[config.mk]
export PLATFORM = sky130hd
export DESIGN_NAME = pwr_ctrl_top
export DESIGN_NICKNAME = d
export VERILOG_FILES = /design/src/pwr_pkg.sv /design/src/reg_enable_delay.sv /design/src/pwr_ctrl_top.sv
export SDC_FILE = /design/constraint.sdc
export NUM_CORES = 1
export LEC_CHECK = 0
export CAP_MARGIN = 15
export CORE_MARGIN = 5
export CORE_UTILIZATION = 56
export CTS_CLUSTER_DIAMETER = 150
export DETAILED_ROUTE_END_ITERATION = 16
export DONT_BUFFER_PORTS = 1
export HOLD_SLACK_MARGIN = 0.1
export PLACE_DENSITY = 0.73
export SETUP_SLACK_MARGIN = 0.4
export SYNTH_ARGS = -nofsm -noshare
export SYNTH_HDL_FRONTEND = slang
export SYNTH_SLANG_ARGS = --single-unit
[constraint.sdc]
create_clock -name mclk -period 15 [get_ports mclk]
set_input_delay 3 -clock mclk [delete_from_list [all_inputs] [get_ports mclk]]
set_output_delay 3 -clock mclk [all_outputs]
set_load 0.1 [all_outputs]
[src/pwr_pkg.sv]
/*
  Shared constants for the regulator enable, clock and load monitor.
  Assumes a 125 MHz system clock and byte addresses on an APB bus.
*/
package pwr_pkg;

  localparam int CLK_PERIOD_NS    = 8;
  localparam int MEAS_TIME_NS     = 50000;
  localparam int MEAS_CYCLES_DFLT = MEAS_TIME_NS / CLK_PERIOD_NS;
  localparam int DELAY_STEP_NS    = 1000000;
  localparam int DELAY_STEP_DFLT  = DELAY_STEP_NS / CLK_PERIOD_NS;
  localparam int DET_WINDOW_NS    = 10000;
  localparam int DET_WINDOW_CYC   = DET_WINDOW_NS / CLK_PERIOD_NS;
  localparam int DET_EDGES_PER_MHZ = DET_WINDOW_NS / 1000;
  localparam int DET_LO_PCT       = 70;
  localparam int DET_HI_PCT       = 110;

  localparam int         LOAD_LSB_MA   = 20;
  localparam int         PWM_ENTRY_MA  = 600;
  localparam logic [8:0] PWM_CODE      = 9'(PWM_ENTRY_MA / LOAD_LSB_MA);
  localparam logic [4:0] MAX_FREQ_CODE = 5'h17;

  localparam logic [7:0] OFS_CTRL_BASE  = 8'h00;
  localparam logic [7:0] OFS_DELAY_BASE = 8'h10;
  localparam logic [7:0] OFS_CONFIG     = 8'h20;
  localparam logic [7:0] OFS_PLL_CTRL   = 8'h24;
  localparam logic [7:0] OFS_MEAS_SEL   = 8'h28;
  localparam logic [7:0] OFS_LOAD_LOW   = 8'h2C;
  localparam logic [7:0] OFS_LOAD_HIGH  = 8'h30;
  localparam logic [7:0] OFS_FLAGS      = 8'h34;
  localparam logic [7:0] OFS_MASK       = 8'h38;
  localparam logic [7:0] OFS_STATUS     = 8'h3C;
  localparam logic [7:0] OFS_TUNE0      = 8'h40;
  localparam logic [7:0] OFS_TUNE1      = 8'h44;

  localparam int ON_BIT      = 0;
  localparam int PIN_BIT     = 1;
  localparam int FPWM_BIT    = 2;
  localparam int PLL_EN_BIT  = 0;
  localparam int FREQ_LSB    = 8;
  localparam int FLAG_MEAS   = 0;
  localparam int FLAG_SYNC   = 1;
  localparam int DLY_ON_LSB  = 0;
  localparam int DLY_OFF_LSB = 4;

  typedef enum logic [1:0] {ST_OTP_LOAD, ST_STANDBY, ST_ACTIVE} pwr_state_e;

endpackage

[src/reg_enable_delay.sv]
/*
  Enable path of one regulator: register control or delayed pin control.
  Assumes a synchronous pin level, its edge pulses and a delay-step tick.
*/
`timescale 1ns/100ps
module reg_enable_delay (
  input  wire logic       mclk,
  input  wire logic       sys_rst,
  input  wire logic       allowed,
  input  wire logic       on_bit,
  input  wire logic       pin_follow,
  input  wire logic       pin_level,
  input  wire logic       pin_rise,
  input  wire logic       pin_fall,
  input  wire logic       tick,
  input  wire logic [3:0] dly_on,
  input  wire logic [3:0] dly_off,
  output logic            reg_on
);

  typedef struct packed {
    logic       on;
    logic       armed;
    logic       pend;
    logic       tgt;
    logic [3:0] cnt;
  } ena_s;

  ena_s q;
  ena_s n;

  always_comb begin
    n = q;
    if (!allowed || !on_bit) begin
      n.on   = 1'b0;
      n.pend = 1'b0;
    end else if (!pin_follow) begin
      n.on   = 1'b1;
      n.pend = 1'b0;
    end else if (!q.armed) begin
      n.on   = pin_level;
      n.pend = 1'b0;
    end else if (pin_rise) begin
      n.on   = (dly_on == 4'h0) ? 1'b1 : q.on;
      n.pend = (dly_on != 4'h0);
      n.tgt  = 1'b1;
      n.cnt  = dly_on;
    end else if (pin_fall) begin
      n.on   = (dly_off == 4'h0) ? 1'b0 : q.on;
      n.pend = (dly_off != 4'h0);
      n.tgt  = 1'b0;
      n.cnt  = dly_off;
    end else if (q.pend && tick) begin
      if (q.cnt == 4'h1) begin
        n.on   = q.tgt;
        n.pend = 1'b0;
      end else begin
        n.cnt = q.cnt - 4'h1;
      end
    end
    n.armed = allowed && on_bit && pin_follow;
  end

  always_ff @(posedge mclk or posedge sys_rst) begin
    if (sys_rst) begin
      q <= '0;
    end else begin
      q <= n;
    end
  end

  assign reg_on = q.on;
endmodule

[src/pwr_ctrl_top.sv]
/*
  Register file, mode selection, load measurement, clock detector and
  regulator enable control of a dual converter, dual linear regulator device.
  Assumes an APB master, synchronous pins and OTP defaults held stable.
*/
// The address map and register access over APB are this design's own decisions.
// Overview of operation
// - Converter runs PWM at 600 mA or more, else PFM unless forced.
// - Forced PWM keeps fixed switching frequency at every load.
// - OTP defaults load at start-up; registers may overwrite them later.
// - Any write to measurement select starts a new load measurement.
// - Measured core is forced to PWM; sequence finishes within 50 us.
// - Measurement completion sets a flag; a mask keeps it off the irq.
// - Result is 9 bits, 20 mA each, split over two readable registers.
// - Dithering applies to both cores only when enabled and PLL is off.
// - PLL off: detector idle, RC clock used, no external-clock interrupt.
// - PLL on: detect clock, use it when valid, flag its changes.
// - A mask bit keeps the sync-clock flag off the interrupt output.
// - Five-bit field selects nominal external clock, 1 to 24 MHz.
// - External clock is valid only within -30 to +10 percent.
// - PLL on: flag missing clock at OTP-to-standby and at first buck enable from standby.
// - After OTP load the device enters standby and accepts control.
// - Regulators may turn on only in standby or active state.
// - Converter follows its bit, or the pin when pin-follow is set.
// - Linear regulators select their enable source like converters.
// - Pin edges turn regulators on or off after programmed delays.
// - Delays apply only to pin edges, never to register writes.
// - Clear enable bit disables a regulator whatever the pin does.
`timescale 1ns/100ps
module pwr_ctrl_top
  import pwr_pkg::*;
#(
  parameter int MEAS_CYCLES       = MEAS_CYCLES_DFLT,
  parameter int DELAY_STEP_CYCLES = DELAY_STEP_DFLT
) (
  input  wire logic        mclk,
  input  wire logic        sys_rst,
  input  wire logic        psel,
  input  wire logic        penable,
  input  wire logic        pwrite,
  input  wire logic [7:0]  paddr,
  input  wire logic [31:0] pwdata,
  output logic [31:0]      prdata,
  output logic             pready,
  output logic             pslverr,
  input  wire logic        en_pin,
  input  wire logic        sync_clock_input,
  input  wire logic [8:0]  load_sense0,
  input  wire logic [8:0]  load_sense1,
  input  wire logic [1:0]  otp_fpwm,
  input  wire logic [31:0] otp_delays,
  input  wire logic [13:0] otp_tune0,
  input  wire logic [13:0] otp_tune1,
  input  wire logic        otp_pll_en,
  output logic [1:0]       conv_on,
  output logic [1:0]       linear_on,
  output logic [1:0]       conv_pwm,
  output logic             dither_on,
  output logic             detector_on,
  output logic             ext_clock_selected,
  output logic [13:0]      conv_tuning0,
  output logic [13:0]      conv_tuning1,
  output logic             int_out
);

  typedef struct packed {
    pwr_state_e      st;
    logic [1:0]      c_on;
    logic [1:0]      c_pin;
    logic [1:0]      c_fpwm;
    logic [1:0]      l_on;
    logic [1:0]      l_pin;
    logic [3:0][7:0] dly;
    logic [1:0][13:0] tune;
    logic            dith;
    logic            pll_en;
    logic [4:0]      freq;
    logic            sel;
    logic            meas_busy;
    logic [15:0]     meas_cnt;
    logic [8:0]      result;
    logic [1:0]      flags;
    logic [1:0]      mask;
    logic            pin_prev;
    logic            clk_prev;
    logic [10:0]     win_cnt;
    logic [9:0]      edges;
    logic            clk_valid;
    logic [19:0]     tick_cnt;
    logic            tick;
    logic [31:0]     prdata;
    logic            pready;
    logic            pslverr;
    logic [1:0]      pwm;
    logic            dither_out;
    logic            det_on;
    logic            ext_sel;
    logic            irq;
  } top_s;

  top_s       q;
  top_s       n;
  logic [3:0] reg_on;
  logic [3:0] on_bits;
  logic [3:0] pin_bits;
  logic       pin_rise;
  logic       pin_fall;
  logic       allowed;

  function automatic logic window_ok(logic [9:0] e, logic [4:0] f);
    int m;
    int lo;
    int hi;
    m  = (f > MAX_FREQ_CODE) ? 24 : int'(f) + 1;
    lo = m * DET_EDGES_PER_MHZ * DET_LO_PCT / 100;
    hi = m * DET_EDGES_PER_MHZ * DET_HI_PCT / 100;
    return (int'(e) >= lo) && (int'(e) <= hi);
  endfunction

  function automatic logic [31:0] read_word(top_s s, logic [7:0] a,
                                            logic [3:0] on);
    logic [31:0] d;
    d = 32'h0;
    if (a[7:4] == OFS_CTRL_BASE[7:4]) begin
      if (a[3] == 1'b0) begin
        d[ON_BIT]   = s.c_on[a[2]];
        d[PIN_BIT]  = s.c_pin[a[2]];
        d[FPWM_BIT] = s.c_fpwm[a[2]];
      end else begin
        d[ON_BIT]  = s.l_on[a[2]];
        d[PIN_BIT] = s.l_pin[a[2]];
      end
    end else if (a[7:4] == OFS_DELAY_BASE[7:4]) begin
      d[7:0] = s.dly[a[3:2]];
    end else begin
      case (a)
        OFS_CONFIG:    d[0] = s.dith;
        OFS_PLL_CTRL: begin
          d[PLL_EN_BIT]            = s.pll_en;
          d[FREQ_LSB+4:FREQ_LSB]   = s.freq;
        end
        OFS_MEAS_SEL:  d[0] = s.sel;
        OFS_LOAD_LOW:  d[7:0] = s.result[7:0];
        OFS_LOAD_HIGH: d[0] = s.result[8];
        OFS_FLAGS:     d[1:0] = s.flags;
        OFS_MASK:      d[1:0] = s.mask;
        OFS_STATUS: begin
          d[1:0]  = s.st;
          d[2]    = s.clk_valid;
          d[3]    = s.ext_sel;
          d[4]    = s.meas_busy;
          d[11:8] = on;
        end
        OFS_TUNE0:     d[13:0] = s.tune[0];
        OFS_TUNE1:     d[13:0] = s.tune[1];
        default:       d = 32'h0;
      endcase
    end
    return d;
  endfunction

  logic       apb_go;
  logic       apb_wr;
  logic       e_rise;
  logic [9:0] e_sum;
  logic [1:0] set_f;
  logic [1:0] clr_f;

  assign apb_go   = psel && penable && !q.pready;
  assign apb_wr   = psel && penable && q.pready && pwrite;
  assign pin_rise = en_pin && !q.pin_prev;
  assign pin_fall = !en_pin && q.pin_prev;
  assign allowed  = (q.st != ST_OTP_LOAD);
  assign on_bits  = {q.l_on, q.c_on};
  assign pin_bits = {q.l_pin, q.c_pin};
  assign e_rise   = sync_clock_input && !q.clk_prev;
  assign e_sum    = q.edges + {9'h0, e_rise};

  always_comb begin
    n       = q;
    set_f   = 2'b00;
    clr_f   = 2'b00;
    n.pready  = 1'b0;
    n.pslverr = 1'b0;
    n.tick    = 1'b0;
    if (apb_go) begin
      n.pready  = 1'b1;
      n.pslverr = (paddr[1:0] != 2'b00) || (paddr > OFS_TUNE1);
      n.prdata  = n.pslverr ? 32'h0 : read_word(q, paddr, reg_on);
    end
    if (q.tick_cnt == 20'h0) begin
      n.tick_cnt = 20'(DELAY_STEP_CYCLES - 1);
      n.tick     = 1'b1;
    end else begin
      n.tick_cnt = q.tick_cnt - 20'h1;
    end
    if (q.meas_busy) begin
      if (q.meas_cnt == 16'h0) begin
        n.meas_busy = 1'b0;
        n.result    = q.sel ? load_sense1 : load_sense0;
        set_f[FLAG_MEAS] = 1'b1;
      end else begin
        n.meas_cnt = q.meas_cnt - 16'h1;
      end
    end
    n.clk_prev = sync_clock_input;
    if (!q.pll_en) begin
      n.win_cnt   = 11'h0;
      n.edges     = 10'h0;
      n.clk_valid = 1'b0;
    end else if (q.win_cnt == 11'(DET_WINDOW_CYC - 1)) begin
      n.win_cnt   = 11'h0;
      n.edges     = 10'h0;
      n.clk_valid = window_ok(e_sum, q.freq);
      if (n.clk_valid != q.clk_valid) begin
        set_f[FLAG_SYNC] = 1'b1;
      end
    end else begin
      n.win_cnt = q.win_cnt + 11'h1;
      n.edges   = e_sum;
    end
    unique case (q.st)
      ST_OTP_LOAD: begin
        n.c_fpwm = otp_fpwm;
        n.dly    = otp_delays;
        n.tune   = {otp_tune1, otp_tune0};
        n.pll_en = otp_pll_en;
        n.st     = ST_STANDBY;
        if (otp_pll_en) begin
          set_f[FLAG_SYNC] = 1'b1;
        end
      end
      ST_STANDBY: begin
        if (|reg_on[1:0]) begin
          n.st = ST_ACTIVE;
          if (q.pll_en && !q.clk_valid) begin
            set_f[FLAG_SYNC] = 1'b1;
          end
        end
      end
      ST_ACTIVE: begin
        if (!(|reg_on[1:0])) begin
          n.st = ST_STANDBY;
        end
      end
    endcase
    if (apb_wr && allowed && paddr[1:0] == 2'b00) begin
      if (paddr[7:4] == OFS_CTRL_BASE[7:4]) begin
        if (paddr[3] == 1'b0) begin
          n.c_on[paddr[2]]   = pwdata[ON_BIT];
          n.c_pin[paddr[2]]  = pwdata[PIN_BIT];
          n.c_fpwm[paddr[2]] = pwdata[FPWM_BIT];
        end else begin
          n.l_on[paddr[2]]  = pwdata[ON_BIT];
          n.l_pin[paddr[2]] = pwdata[PIN_BIT];
        end
      end else if (paddr[7:4] == OFS_DELAY_BASE[7:4]) begin
        n.dly[paddr[3:2]] = pwdata[7:0];
      end else begin
        case (paddr)
          OFS_CONFIG: n.dith = pwdata[0];
          OFS_PLL_CTRL: begin
            n.pll_en = pwdata[PLL_EN_BIT];
            n.freq   = pwdata[FREQ_LSB+4:FREQ_LSB];
          end
          OFS_MEAS_SEL: begin
            n.sel       = pwdata[0];
            n.meas_busy = 1'b1;
            n.meas_cnt  = 16'(MEAS_CYCLES - 1);
          end
          OFS_FLAGS:  clr_f  = pwdata[1:0];
          OFS_MASK:   n.mask = pwdata[1:0];
          OFS_TUNE0:  n.tune[0] = pwdata[13:0];
          OFS_TUNE1:  n.tune[1] = pwdata[13:0];
          default:    n.mask = q.mask;
        endcase
      end
    end
    n.flags = (q.flags & ~clr_f) | set_f;
    n.irq   = |(n.flags & ~n.mask);
    for (int i = 0; i < 2; i++) begin
      n.pwm[i] = q.c_fpwm[i]
               || (q.meas_busy && (q.sel == i[0]))
               || ((i == 0 ? load_sense0 : load_sense1) >= PWM_CODE);
    end
    n.dither_out = q.dith && !q.pll_en;
    n.det_on     = q.pll_en;
    n.ext_sel    = q.pll_en && q.clk_valid;
    n.pin_prev   = en_pin;
  end

  always_ff @(posedge mclk or posedge sys_rst) begin
    if (sys_rst) begin
      q <= '0;
    end else begin
      q <= n;
    end
  end

  for (genvar g = 0; g < 4; g++) begin : g_ena
    reg_enable_delay u_ena (
      .mclk       (mclk),
      .sys_rst    (sys_rst),
      .allowed    (allowed),
      .on_bit     (on_bits[g]),
      .pin_follow (pin_bits[g]),
      .pin_level  (en_pin),
      .pin_rise   (pin_rise),
      .pin_fall   (pin_fall),
      .tick       (q.tick),
      .dly_on     (q.dly[g][DLY_ON_LSB+3:DLY_ON_LSB]),
      .dly_off    (q.dly[g][DLY_OFF_LSB+3:DLY_OFF_LSB]),
      .reg_on     (reg_on[g])
    );
  end

  assign prdata             = q.prdata;
  assign pready             = q.pready;
  assign pslverr            = q.pslverr;
  assign conv_on            = reg_on[1:0];
  assign linear_on          = reg_on[3:2];
  assign conv_pwm           = q.pwm;
  assign dither_on          = q.dither_out;
  assign detector_on        = q.det_on;
  assign ext_clock_selected = q.ext_sel;
  assign conv_tuning0       = q.tune[0];
  assign conv_tuning1       = q.tune[1];
  assign int_out            = q.irq;
endmodule

==> flow_metrics.tcl, run 1 <==
set metrics [dict create \
    cts-root-buf "clkbuf_16" \
    setup_violations 0 \
    pre_cts_slack_ps -409 \
    cts_made_buffers 21 \
    ant_nets 0 \
    synth_cells 2482 \
    ys_seq_elements 209 \
    via_per_inst 6.46 \
    antenna_found_initial 2 \
    wirelength_um 66500 \
    synth_top_area_frac 0.258 \
    drt_iter0_markers 1774 \
    setup_ws_ps 439 \
    final.fill_count 2744 \
    finClkSkew_ps 11.6 \
    die_w_um 200 \
    fin_nets 2961 \
    cp_slowest_cell "or4b_4" \
    cts_hold_buf 0 \
    hold_ws_ps 490 \
    grt_remaining_overflow 0 \
    leakage_nw 10.6 \
    rsz0062_at_grt "true" \
    drive_gt1_frac 0.271 \
    max_freq_ghz 0.0687 \
    slew_headroom 0.204 \
    cts_buffer_depth 3 \
    drc_errors 0 \
    dieArea_mm2 0.0401 \
    worstSetupEndpointType "flip-flop" \
    min_period_over_period 0.971 \
    core_mm2 0.0357 \
    htreeDepth 1 \
    cp-start-kind "flip-flop" \
    grt_start_max_net_pins 141 \
    area_growth_pct 24.5 \
    ys.warnings.count 0 \
    placement.cell_area_mm2 0.0220 \
    critPathKind "flip-flop to flip-flop" \
    cts_tree "done" \
    final_common_cell "buf_4" \
    slew_viol_final 0 \
    stdcell_area_mm2 0.0252 \
    synth_ff_type "dfrtp_1" \
    max_stage_delay_ps 570 \
    track_usage 0.300 \
    p_per_area_mw_per_mm2 217 \
    synth.yosys.seq_area_share 0.258 \
    syn_avg_cell_area_um2 8.16 \
    tightest_slew_ps 1190 \
    min_path_type "flip-flop to flip-flop" \
    crit_required_ps 15390 \
    port_buffers 0 \
    hold_violations 0 \
    start_util 0.568 \
    peakVddDrop_uv 548 \
    gp_congestion 0.951 \
    synth_cell_types 122 \
    routed-via-count 20562 \
    fin_crit_ps 14560 \
    final_cell_mix "323 x buf_4, 274 x nand2_1, 221 x nor2_1, 206 x dfrtp_1, 132 x o21ai_0" \
    clk_pin_slew_worst_paths_ps 60 \
    yosys-top-cells-area "dfrtp_1 26%, ha_1 6.5%, nand2_1 5.2%" \
    wl_per_cell_um 20.9 \
    synth_top_area_cell "dfrtp_1" \
    dp_hpwl_um 48300 \
    cts_sinks 209 \
    rows 69 \
    first_global_vias 19596 \
    synth_edf_count 0 \
    cp_common_cell "nand2b_1" \
    grt_pass1_wl_um 102000 \
    syn_area_mm2 0.0203 \
    clkLatencyLatePin_ps 510 \
    worstPathMaxFanout 7 \
    dr.pass1.iters 6 \
    outcome "finished, final reports clean" \
    num_io_pins 200 \
    die_height_um 200 \
    cap_violations 0 \
    cp.arrival_ps 14960 \
    postSynth.asyncResetShare 1.00 \
]
cells by family (layout without fill, tap and decap cells):
logic type | count (synthesis) | count (layout) | share of synthesized area
AOI/OAI and AO/OA | 702 | 702 | 0.248
xor gates and xnor gates | 123 | 123 | 0.0549
adders and majority gates | 128 | 128 | 0.0871
buffers and inverters | 264 | 479 | 0.0642
DFF | 209 | 209 | 0.258
muxes | 111 | 111 | 0.0628
other | 2 | 28 | 0.000371
and+or+nand+nor | 943 | 943 | 0.225
cell type report:
type	count	area, um2	area share
clock buffer	29	596	0.0236
clock inverter	9	176	0.00700
multi-input combinational	2033	15600	0.619
inverter	104	408	0.0162
sequential	209	5230	0.208
antenna	2	5.00	0.000198
tap	461	577	0.0229
timing repair buffer	337	2610	0.103
worst max-delay path: cells and delay by family, from the launching register on:
| family | cells | cell delay (ps) |
|---|---|---|
| xor+xnor | 3 | 520 |
| mux | 1 | 380 |
| flops | 1 | 440 |
| simple gates | 23 | 4080 |
| fa+ha+maj | 8 | 2390 |
| compound gates | 26 | 5750 |
| buf+inv | 8 | 870 |
sequential cells by signal, summed over array words and instances, names as in the netlist:
| name | cells |
|---|---|
| g_ena.u_ena.reg_on | 4 |
| detector_on | 1 |
| pslverr | 1 |
| q | 118 |
| ext_clock_selected | 1 |
| prdata | 14 |
| int_out | 1 |
| dither_on | 1 |
| on_bits | 4 |
| conv_pwm | 2 |
| pready | 1 |
| pin_bits | 4 |
| conv_tuning0 | 14 |
| n | 1 |
| g_ena.u_ena.q | 28 |
| conv_tuning1 | 14 |
timing repair:
action / CTS / global route
setup buffers: 15 / 63
gates resized for setup: 121 / 252
hold endpoints to repair: 0 / 0
endpoints found under the setup margin: 3 / 3
pin swaps: 35 / 138
layer usage:
| layer | vias to the layer above | routed length (um) | part of all wire | global-route usage |
|---|---|---|---|---|
| met5 | - | 0 | 0 | 0 |
| met4 | 0 | 2090 | 0.031 | 0.0811 |
| met3 | 152 | 4310 | 0.065 | 0.0438 |
| met2 | 800 | 33200 | 0.50 | 0.531 |
| met1 | 10032 | 26900 | 0.40 | 0.385 |
| li1 | 9578 | - | - | - |
path summary, 6_finish.rpt:
check | startpoint | end | slack (ps) | depth (start not counted)
max | q[116] | int_out | 440 | 69
min | pin_bits[3] | g_ena[3].u_ena.reg_on | 490 | 1
max reg2reg | q[116] | int_out | 440 | 69
min reg2reg | pin_bits[3] | g_ena[3].u_ena.reg_on | 490 | 1
max in group asynchronous | sys_rst | q[119] | 10900 | 2
min in group asynchronous | sys_rst | conv_tuning1[7] | 2540 | 1
power by group:
part           total, W  internal (W)  switching (W)
Sequential     0.000626      0.000574      0.0000522
Combinational   0.00425       0.00212        0.00213
Clock          0.000587      0.000364       0.000223
Total           0.00547       0.00306        0.00241
metrics by stage:
step,utilization,TNS (ps),power (W),std cells
final,0.707,0,0.00547,3184
after global routing,0.707,-188,0.00582,3184
after CTS,0.657,0,0.00475,3119
after detailed placement,0.617,-674,0.00397,3066
after global placement,0.617,-161,0.00388,3066
after floorplan,-,0,0.00267,2506
cell usage after synthesis (10+ instances only):
cell,n
or3_1,29
dfrtp_1,209
nand3_1,75
ha_1,105
mux4_2,10
a22oi_1,21
nand2b_1,37
mux2_2,21
o31ai_1,23
o211ai_1,28
nor4_1,33
o21a_1,20
a21oi_1,119
a211oi_1,21
and2_1,15
nand2_1,281
xnor2_1,81
nand4_1,29
or4_1,11
a31oi_1,47
a2111oi_0,11
xor2_1,39
o221ai_1,11
nor3_1,85
buf_4,76
and3_1,30
a22o_1,16
o21ai_0,157
inv_1,97
clkbuf_1,65
a221oi_1,11
nor2_1,237
a21o_1,24
or2_2,22
mux2i_1,78
nor2b_1,20
fa_1,22
buf_2,13
Power figures use the tool's default switching activity.
==> inputs of run 2 (changes only) <==
--- a/config.mk
+++ b/config.mk
@@ -7,12 +7,12 @@
 export LEC_CHECK = 0
 export CAP_MARGIN = 15
 export CORE_MARGIN = 5
-export CORE_UTILIZATION = 56
+export CORE_UTILIZATION = 40
 export CTS_CLUSTER_DIAMETER = 150
 export DETAILED_ROUTE_END_ITERATION = 16
 export DONT_BUFFER_PORTS = 1
 export HOLD_SLACK_MARGIN = 0.1
-export PLACE_DENSITY = 0.73
+export PLACE_DENSITY = 0.55
 export SETUP_SLACK_MARGIN = 0.4
 export SYNTH_ARGS = -nofsm -noshare
 export SYNTH_HDL_FRONTEND = slang
==> constraint.sdc (replaced) <==
create_clock -name mclk -period 15 [get_ports mclk]
set_input_delay 0 -clock mclk [delete_from_list [all_inputs] [get_ports mclk]]
set_output_delay 0 -clock mclk [all_outputs]
set_load 0.1 [all_outputs]
==> run 2 against run 1 <==
Effect of this change:
- register-to-register slack gained 240 ps
- sequential share of layout area down 1.3 points
- highest routed layer is now met5
- first-iteration DRC count shrank 28%
- flip-flop and latch count is the same
==> flow_metrics.tcl, run 2 (synthesized netlist as in run 1, its figures left out) <==
set metrics [dict create \
    met3_length_um 3570 \
    cts_made_buffers 23 \
    setup-tns-final_ps 0 \
    cap_violations 0 \
    top_regs "q (118), g_ena.u_ena.q (28)" \
    clkPwrFrac 0.108 \
    p_per_area_mw_per_mm2 197 \
    p_sw_w 0.00239 \
    stdcell_area_mm2 0.0269 \
    slew_headroom 0.235 \
    sw_frac_of_total 0.451 \
    wirelength_um 70700 \
    outcome "finished, final reports clean" \
    clk_pin_slew_worst_paths_ps 60 \
    drt_iter0_markers 1281 \
    crit_required_ps 15400 \
    cp_slowest_cell "or4b_4" \
    max_stage_delay_ps 560 \
    p_comb_frac 0.774 \
    met2_length_um 36100 \
    drc_errors 0 \
    cts_tree "done" \
    routed-via-count 20755 \
    wl_per_cell_um 20.0 \
    regMostFlops "q" \
    die_w_um 235 \
    cp.buffers_inverters 13 \
    final_common_cell "buf_4" \
    drive_gt1_frac 0.262 \
    fin_nets 3105 \
    finClkSkew_ps 13.2 \
    worstSetupEndpointType "flip-flop" \
    placement.cell_area_mm2 0.0222 \
    core_mm2 0.0502 \
    setup_violations 0 \
    grt_start_max_net_pins 78 \
    slew_viol_final 0 \
    rsz0062_at_grt "true" \
    grt_pass1_wl_um 109000 \
    rows 82 \
    port_buffers 0 \
    highest_layer "met5" \
    die_height_um 235 \
    htreeDepth 1 \
    via_per_inst 5.86 \
    cts_sinks 209 \
    min_period_over_period 0.955 \
    seqPwrFrac 0.118 \
    largest_reg_flops 118 \
    ant_nets 0 \
    cp.arrival_ps 14730 \
    first_global_vias 20376 \
    start_util 0.404 \
    dieArea_mm2 0.0552 \
    dp_hpwl_um 51800 \
    max_freq_ghz 0.0698 \
    cts-root-buf "clkbuf_16" \
    met1_length_um 29100 \
    dr.pass1.iters 6 \
    num_io_pins 200 \
    grt_remaining_overflow 0 \
    critPathKind "flip-flop to flip-flop" \
    cp-start-kind "flip-flop" \
    tightest_slew_ps 1150 \
    peakVddDrop_uv 335 \
    leakage_nw 11.1 \
    area_growth_pct 33.0 \
    final_cell_mix "322 x buf_4, 272 x nand2_1, 223 x nor2_1, 209 x dfrtp_1, 139 x dlygate4sd3_1" \
    clkLatencyLatePin_ps 520 \
    p_int_w 0.00291 \
    min_path_type "input pin to flip-flop" \
    cp_common_cell "buf_4" \
    gp_congestion 0.910 \
    fin_crit_ps 14320 \
    hold_violations 0 \
    cts_buffer_depth 3 \
    crit_family "compound AO/OA/AOI/OAI gates" \
    antenna_found_initial 3 \
    track_usage 0.235 \
    worstPathMaxFanout 8 \
]
-- run 2: final timing paths --
kind	start	end	slack, ps	cells past startpoint
hold reg to reg	q[97]	q[97]	490	2
setup reg to reg	q[116]	int_out	680	75
max in group asynchronous	sys_rst	q[104]	13110	4
hold / removal	penable	prdata[0]	110	3
setup / recovery	q[116]	int_out	680	75
min in group asynchronous	sys_rst	conv_tuning1[3]	570	3
-- run 2: cell type report --
class | instances | area [um2]
fill | 4557 | 23200
multi-input combinational | 2034 | 15700
sequential | 209 | 5230
timing repair buffer | 478 | 4010
tap | 672 | 841
clock buffer | 30 | 662
inverter | 104 | 405
clock inverter | 10 | 93.8
antenna | 3 | 7.51
-- run 2: power by group through the flow --
stage	Sequential (W)	Clock [W]	Combinational, W
global placement	0.000634	0	0.00326
detailed placement	0.000635	0	0.00331
floorplan	0.000597	0	0.00207
CTS	0.000624	0.000581	0.00356
finish	0.000625	0.000573	0.00411
global route	0.000625	0.000603	0.00442
-- run 2: per-stage QoR --
stage / std cells / util / setup WS (ps) / power [W] / hold WS, ps
after floorplan: 2506 / - / 414 / 0.00267 / 31.4
after global placement: 3274 / 0.443 / 203 / 0.00389 / -47.3
after detailed placement: 3274 / 0.443 / -189 / 0.00395 / -49.5
after CTS: 3481 / 0.499 / 401 / 0.00476 / 104
after global routing: 3538 / 0.537 / -69.5 / 0.00564 / 147
final: 3540 / 0.537 / 677 / 0.00530 / 113
-- run 2: what timing repair did --
item	4_1_cts	5_1_grt
gates cloned	0	1
pin swaps	23	113
resized for setup	89	284
endpoints found under the hold margin	186	0
buffers inserted	27	54
endpoints found under the setup margin	3	3
hold buffers	140	0
-- run 2: metal layers --
| metal | vias up | track usage |
|---|---|---|
| li1 | 9838 | - |
| met3 | 119 | 0.0320 |
| met1 | 10212 | 0.292 |
| met2 | 584 | 0.426 |
| met5 | - | 0 |
| met4 | 2 | 0.0680 |
-- run 2: worst register-to-register path: cells and delay by family, from the launching register on --
kind	cells	cell delay [ps]
AO/OA/AOI/OAI	32	6690
XOR/XNOR	2	270
adder cells (fa/ha/maj)	8	2350
buffers and inverters	13	1480
flip-flops	1	430
multiplexers	1	260
AND/OR/NAND/NOR	19	2730
